### src/inc/bbms_pkg.sv
// Package for the backup supply mode selector: mode codes, carriers and constants.
// Assumes one 25 MHz clock and comparator levels arriving from the analogue domain.
package bbms_pkg;

  // ----------------------------------------------------------------------
  // Switchover policy and configuration
  // ----------------------------------------------------------------------
  typedef enum logic {
    BBMS_SW_STANDARD,
    BBMS_SW_LEGACY
  } bbms_switch_t;

  typedef struct packed {
    logic serial_bus_inhibit_backup;
    logic battery_switch_select;
  } bbms_cfg_t;

  // Supply comparator results, both active high.
  typedef struct packed {
    logic below_trip;
    logic below_backup;
  } bbms_cmp_t;

  // Serial pin levels sampled from the bus.
  typedef struct packed {
    logic scl;
    logic sda;
  } bbms_bus_t;

  localparam bbms_cfg_t BBMS_CFG_RESET = 2'h0;
  localparam logic BBMS_SYNC_RESET = 1'h0;
  localparam int BBMS_SYNC_STAGES = 2;
  // Idle level of both bus lines, held there by the pull-ups.
  localparam bbms_bus_t BBMS_BUS_IDLE = 2'h3;
  // An open-drain enable at this level leaves the pin to its pull-up.
  localparam logic BBMS_OE_N_RELEASE = 1'h1;
  localparam logic BBMS_SERIAL_EN_RESET = 1'h1;

endpackage : bbms_pkg

### src/logic/bbms_sync.sv
// Two-flop synchroniser for a vector of asynchronous levels.
// Assumes the inputs are quasi-static compared with the clock.
`timescale 1ns/10ps
module bbms_sync
  import bbms_pkg::*;
#(
  parameter int WIDTH = 1
) (
  // Clock and reset
  input wire logic clk_i,
  input wire logic rst_n_i,
  // Levels
  input wire logic [WIDTH-1:0] async_i,
  output logic [WIDTH-1:0] sync_o
);

  logic [WIDTH-1:0] stage1;

  if (WIDTH < 1) begin : g_width_check
    $error("bbms_sync: WIDTH must be at least one");
  end

  always_ff @(posedge clk_i or negedge rst_n_i) begin
    if (!rst_n_i) begin
      stage1 <= {WIDTH{BBMS_SYNC_RESET}};
      sync_o <= {WIDTH{BBMS_SYNC_RESET}};
    end else begin
      stage1 <= async_i;
      sync_o <= stage1;
    end
  end

endmodule : bbms_sync

### src/logic/bbms_select.sv
// Backup supply mode selector: picks the switchover policy and gates the serial slave.
// Assumes comparator levels and bus pins are asynchronous; configuration comes from
// same-clock register logic elsewhere in the device.
`timescale 1ns/10ps
// What this block does
// Both config bits clear: standard switchover, serial slave stays alive in backup.
// Inhibit clear, select set: legacy switchover, serial slave alive in backup.
// Inhibit set, select clear: standard switchover, serial disabled during backup.
// Both bits set: legacy switchover, serial disabled during backup.
// Standard: enter backup when main supply is below lower of threshold and battery.
// Legacy: enter backup when main supply is below battery, threshold ignored.
// Interrupt and frequency output pin keeps working in backup in every mode.
// After power-up the switchover is standard until software chooses otherwise.
// Disabled serial interface ignores start conditions and never pulls data low.
module bbms_select
  import bbms_pkg::*;
(
  // Clock and reset
  input wire logic clk_i,
  input wire logic rst_n_i,
  // Configuration from device registers (same clock)
  input wire bbms_cfg_t cfg_i,
  input wire logic cfg_write_i,
  // Supply comparators (asynchronous)
  input wire bbms_cmp_t cmp_i,
  // Serial bus pins (asynchronous)
  input wire bbms_bus_t bus_i,
  // Serial slave's wish to pull data low (same clock)
  input wire logic slave_sda_low_i,
  // Interrupt or frequency source wish to pull its pin low (same clock)
  input wire logic irq_freq_low_i,
  // Status
  output logic backup_active_o,
  output bbms_switch_t switch_mode_o,
  output logic serial_enable_o,
  output logic start_seen_o,
  // Open-drain pins, enable low while driving
  output logic sda_o,
  output logic sda_oe_n_o,
  output logic irq_freq_output_o,
  output logic irq_freq_output_oe_n_o
);

  // ----------------------------------------------------------------------
  // Synchronisers
  // ----------------------------------------------------------------------
  localparam int SYNC_W = $bits(bbms_cmp_t) + $bits(bbms_bus_t);

  logic [SYNC_W-1:0] sync_vec;
  bbms_cmp_t cmp_s;
  bbms_bus_t bus_s;

  bbms_sync #(
    .WIDTH(SYNC_W)
  ) u_sync (
    .clk_i(clk_i),
    .rst_n_i(rst_n_i),
    .async_i({cmp_i, ~bus_i}),
    .sync_o(sync_vec)
  );

  // The bus lines pass the synchroniser inverted: its reset level of zero then
  // reads as idle high, so no false edge follows reset.
  assign cmp_s = sync_vec[SYNC_W-1 -: $bits(bbms_cmp_t)];
  assign bus_s = ~sync_vec[$bits(bbms_bus_t)-1:0];

  // ----------------------------------------------------------------------
  // Mode decode
  // ----------------------------------------------------------------------
  bbms_cfg_t cfg;
  bbms_bus_t bus_d;

  function automatic bbms_switch_t decode_switch(input bbms_cfg_t c);
    decode_switch = c.battery_switch_select ? BBMS_SW_LEGACY : BBMS_SW_STANDARD;
  endfunction : decode_switch

  // The configuration is latched on write so that a glitch on the register
  // bus cannot flip the policy mid-switchover.
  always_ff @(posedge clk_i or negedge rst_n_i) begin
    if (!rst_n_i) begin
      cfg <= BBMS_CFG_RESET;
    end else if (cfg_write_i) begin
      cfg <= cfg_i;
    end
  end

  wire bbms_switch_t sw_now = decode_switch(cfg);
  // Below the lower of two levels means below both of them.
  wire std_enter = cmp_s.below_trip & cmp_s.below_backup;
  wire leg_enter = cmp_s.below_backup;
  wire next_backup = (sw_now == BBMS_SW_LEGACY) ? leg_enter : std_enter;
  // Inhibit only bites in backup; on main power the slave always runs.
  wire inhibit = cfg.serial_bus_inhibit_backup & next_backup;
  wire next_serial_en = ~inhibit;
  wire start_cond = bus_d.sda & ~bus_s.sda & bus_s.scl & bus_d.scl;
  wire next_start = start_cond & next_serial_en;
  wire next_sda_drive = slave_sda_low_i & next_serial_en;

  // ----------------------------------------------------------------------
  // Status registers
  // ----------------------------------------------------------------------
  // Backup state and serial enable load from one synchronised sample, so
  // neither can be seen to change a cycle ahead of the other.
  always_ff @(posedge clk_i or negedge rst_n_i) begin
    if (!rst_n_i) begin
      backup_active_o <= 1'h0;
      switch_mode_o <= BBMS_SW_STANDARD;
      serial_enable_o <= BBMS_SERIAL_EN_RESET;
    end else begin
      backup_active_o <= next_backup;
      switch_mode_o <= sw_now;
      serial_enable_o <= next_serial_en;
    end
  end

  // ----------------------------------------------------------------------
  // Start detection
  // ----------------------------------------------------------------------
  // The delayed copy resets to the idle level of the lines, so the first
  // sample after reset cannot look like a falling data line.
  always_ff @(posedge clk_i or negedge rst_n_i) begin
    if (!rst_n_i) begin
      bus_d <= BBMS_BUS_IDLE;
      start_seen_o <= 1'h0;
    end else begin
      bus_d <= bus_s;
      start_seen_o <= next_start;
    end
  end

  // ----------------------------------------------------------------------
  // Data line pull
  // ----------------------------------------------------------------------
  // The pin only ever pulls low: the data output stays at zero and the
  // enable alone decides whether the line is driven.
  always_ff @(posedge clk_i or negedge rst_n_i) begin
    if (!rst_n_i) begin
      sda_o <= 1'h0;
      sda_oe_n_o <= BBMS_OE_N_RELEASE;
    end else begin
      sda_o <= 1'h0;
      sda_oe_n_o <= ~next_sda_drive;
    end
  end

  // ----------------------------------------------------------------------
  // Interrupt and frequency pin
  // ----------------------------------------------------------------------
  // No backup term gates this pin: it keeps working in every mode, at the
  // cost of the battery current that its pull-up draws.
  always_ff @(posedge clk_i or negedge rst_n_i) begin
    if (!rst_n_i) begin
      irq_freq_output_o <= 1'h0;
      irq_freq_output_oe_n_o <= BBMS_OE_N_RELEASE;
    end else begin
      irq_freq_output_o <= 1'h0;
      irq_freq_output_oe_n_o <= ~irq_freq_low_i;
    end
  end
endmodule : bbms_select

### config.mk
export PLATFORM = sky130hd
export DESIGN_NAME = bbms_select
export DESIGN_NICKNAME = d
export VERILOG_FILES = /design/src/inc/bbms_pkg.sv /design/src/logic/bbms_sync.sv /design/src/logic/bbms_select.sv
export SDC_FILE = /design/constraint.sdc
export NUM_CORES = 1
export LEC_CHECK = 0
export BUFFER_PORTS_ARGS = -buffer_cell sky130_fd_sc_hd__buf_2
export CAP_MARGIN = 25
export CORE_AREA = 2 2 39 41
export CTS_CLUSTER_DIAMETER = 50
export DETAILED_ROUTE_END_ITERATION = 8
export DIE_AREA = 0 0 41 43
export PLACE_DENSITY = 0.68
export REMOVE_ABC_BUFFERS = 1
export SLEW_MARGIN = 20
export SYNTH_ARGS = -nofsm -noshare
export SYNTH_HDL_FRONTEND = slang
export SYNTH_SLANG_ARGS = --single-unit
### constraint.sdc
create_clock -name clk_i -period 3.1 [get_ports clk_i]
set_clock_uncertainty 0.15 [all_clocks]
set_input_delay 0.465 -clock clk_i [delete_from_list [all_inputs] [get_ports clk_i]]
set_output_delay 0.465 -clock clk_i [all_outputs]
set_load 0.02 [all_outputs]
Word-level counts from Yosys, hierarchy flattened

Cells that the tools add are included.

Word-level logic and storage cells: 27
Input port bits: 11
Bits in registers: 18
Output and inout bits: 8

Bitwise logic cells: 13
Muxes and demuxes: 2

Operators with widths:

| operator      | count |
|---|---|
| $and A1 B1 Y1 | 7 |
| $not A1 Y1    | 4 |
| $not A2 Y2    | 2 |
| $mux W1       | 2 |

Longest topological paths before layout

Depth after elaboration: 6
Gate-level depth with buffers: 2
Mapped depth without buffers: 2

By module

A second synthesis with hierarchy kept.

Cell total of the unflattened synthesis: 33
Area total of the unflattened synthesis: 568.0 um^2

Modules (own cells, without submodules):

| module      | area each (um^2) | seq. area each (um^2) | cells an instance | instances |
|---|---|---|---|---|
| bbms_select | 367.9            | 256.5                 | 25                | 1 |
| bbms_sync   | 200.2            | 200.2                 | 8                 | 1 |

Worst setup path before layout

OpenSTA, ideal clock, no wires.

Path type: register to output
Start: reg irq_freq_output_oe_n_o
End: out irq_freq_output_oe_n_o
Data required time: 2.485 ns
Path buffers: 0
Data arrival time: 0.554 ns
Setup slack: 1.931 ns
Stages on the path, launching flop included: 1
Cells stage by stage: dfstp_2

RTL lines:

| item                     | line               | text |
|---|---|---|
| start: declaration       | bbms_select.sv:41  | `output logic irq_freq_output_oe_n_o` |
| start signal: assignment | bbms_select.sv:157 | `irq_freq_output_oe_n_o <= ~irq_freq_low_i;` |

No word-level cell between the ends.

Worst setup path after layout

Start: reg irq_freq_output_oe_n_o
End: out irq_freq_output_oe_n_o

No word-level cell between the ends.

==> key figures <==
Outcome
  • Run status: finished, final reports clean

Floorplan
  • Chip Height: 43 µm
  • Overall die area: 1760 µm²
  • Core Box Area: 1380 µm²
  • Initial core utilization: 40.2%
  • Rows: 14
  • X dimension of the die: 41 µm
  • I/O pin cnt: 19

Critical path
  • WP data required: 2480 ps
  • Type of origin of the critical path: flop
  • Series of cell instances along the critical path: buf_2
  • CP max stage cell: sky130_fd_sc_hd__dfstp_2
  • Critical Path Sink Type: output port
  • Slowest cell delay on critical path: 530 ps
  • Arr. time, crit path: 960 ps
  • Type of the setup path with the least slack: reg2out
  • CP top delay family: flip-flops
  • Critical path buffer and inverter count: 1
  • Critical path peak fanout: 1

Drt
  • Post-Route WL: 650 µm
  • Vias per cell: 4.10
  • Detail Route Antenna Nets: 0
  • Drc violations: 0
  • TritonRoute pass-1 iters: 2
  • Total vias in the final route: 283
  • Post-detailed-route wirelength per cell: 9.42 µm
  • Number of violations reported at the end of detailed-routing iteration 0: 2

Yosys
  • Count of different cell masters after synthesis: 10
  • Cell type with the highest aggregate area in the netlist: sky130_fd_sc_hd__dfrtp_1
  • Total number of yosys warnings: 0
  • Top cell type's share of synthesized area: 58.4%
  • Gate count of the mapped netlist: 33
  • Combined area of all synthesized cells: 557 µm²
  • Register area share after synthesis: 82.0%
  • Seq cells post-synth: 18
  • Area contributors post-synth: sky130_fd_sc_hd__dfrtp_1, sky130_fd_sc_hd__dfstp_2, sky130_fd_sc_hd__mux2_2
  • Mean instance size in the synthesized netlist: 16.9 µm²

STA
  • Number of endpoints with negative hold slack in the final report: 0
  • Final Hold Slack: 127 ps
  • Setup repair after global routing missed its margin: false
  • Crit path setup slack, layout: 1530 ps
  • Count of final max-slew check failures: 0
  • Min Clock Period, post-route: 1570 ps
  • Setup_tns: 0 ps
  • Portion of the clock cycle consumed by the worst path in the final layout: 50.7%
  • Fmax: 636 MHz
  • Final setup violation count: 0

Power
  • Power after layout: 406 µW
  • Worst vdd rail ir drop: 0.302 mV
  • Power Density: 596 nW/µm²
  • Reported leakage power: 0.000349 µW

CTS
  • Clock-pin slew on the worst setup and hold paths: 100 ps
  • Clock tree from TritonCTS: built
  • CTS HTree Levels: 1
  • Number of hold-repair buffers added at the cts stage: 1
  • Clock tree root driver cell: sky130_fd_sc_hd__clkbuf_4
  • Buffer count from post-CTS setup fixing: 0
  • Number of clock buffers inserted by TritonCTS: 3
  • Resize count post-CTS: 0
  • Clock sink total: 18
  • Clock latency on the worst-skew pair: 280 ps
  • Largest buffer count on any clock path: 2

GRT
  • Antenna violations before repair: 0
  • Global-route total usage across every layer: 8.88%
  • Pin count of the biggest net entering global routing: 19
  • Total overflow reported by the global router: 0
  • Wire length of the first global-routing pass: 1.00 mm
  • Vias in the first global route: 244

Final layout
  • Area overhead of the layout relative to synthesis: 22.5%
  • Commonest cells after routing, fill and taps aside: sky130_fd_sc_hd__buf_2, sky130_fd_sc_hd__dfrtp_1, sky130_fd_sc_hd__inv_1, sky130_fd_sc_hd__dfstp_2, sky130_fd_sc_hd__clkbuf_4
  • Fraction of layout cells with a size suffix above 1: 50.9%
  • Net count of the finished layout: 65
  • ANT cells: 0
  • Count of fill cells added during filler insertion: 135
  • Leading cell type in the layout, fill and taps excluded: sky130_fd_sc_hd__buf_2

Place
  • Port Buf Inserts: 16
  • Placer Congestion: 0.588
  • Worst slack at placement: 1840 ps

Hold path
  • Worst hold path class: in2reg

Flow run
  • Max Cap Viol: 0
[final timing paths]
path	start	end	slack, ps	cells past startpoint
hold reg to reg	u_sync.stage1[2]$_DFF_PN0_	u_sync.sync_o[2]$_DFF_PN0_	210	0
setup reg to reg	cfg[0]$_DFFE_PN0P_	start_seen_o$_DFF_PN0_	2080	2
setup / recovery	irq_freq_output_oe_n_o$_DFF_PN1_	irq_freq_output_oe_n_o	1530	1
hold / removal	cmp_i[1]	u_sync.stage1[3]$_DFF_PN0_	130	1
min in group asynchronous	rst_n_i	switch_mode_o$_DFF_PN0_	470	2
max in group asynchronous	rst_n_i	bus_d[0]$_DFF_PN1_	2010	2
[Yosys cell counts (all sizes together)]
master / count
nand2: 2
conb: 1
o211ai: 1
dfrtp: 13
mux2: 2
o21a: 1
and4bb: 1
inv: 5
dfstp: 5
buf: 2
[where the power goes]
group / internal [µW] / switching [µW] / total, µW
logic: 13.7 / 19.4 / 33.1
clock network: 49.9 / 65.4 / 115
registers: 252 / 5.82 / 258
[final cells by class]
cell class | instances | area, µm² | share of cell area, %
repair buffers | 17 | 90.1 | 13.2
clock buffers | 4 | 26.3 | 3.85
inverters | 5 | 18.8 | 2.75
flip-flops and latches | 18 | 457 | 67.0
multi-input cells | 9 | 70.1 | 10.3
well taps | 16 | 20.0 | 2.94
[worst register-to-register path, delay by kind of cell (launching register included)]
family / cells / cell delay (ps)
AO/OA/AOI/OAI: 1 / 180
flip-flops: 1 / 420
AND/OR/NAND/NOR: 1 / 200
[kinds of logic after synthesis]
group           count (synthesis)  synth area share [%]
buf+inv                         7                  6.07
simple gates                    3                  3.60
other cells                     1                 0.674
mux                             2                  4.04
compound gates                  2                  3.60
flops                          18                  82.0
[through the flow]
| stage | std cells | area, µm² | util [%] |
|---|---|---|---|
| after floorplan | 32 | 546 | - |
| after global placement | 64 | 646 | 46.7 |
| after detailed placement | 64 | 646 | 46.7 |
| after CTS | 69 | 682 | 49.3 |
| after global routing | 69 | 682 | 49.3 |
| final | 69 | 682 | 49.3 |
[layer usage]
layer	up-vias	wire length, µm	track usage [%]
li1	137	-	-
met1	133	292	12.7
met2	13	304	10.9
met3	0	53	3.14
met4	0	0	6.00
met5	-	0	0
[sequential cells by signal, summed over array words and instances, names as in the netlist, 2 cells and up]
register,count
cfg,2
u_sync.sync_o,4
u_sync.stage1,4
bus_d,2
Note: power is estimated with default switching activity, not from simulation.
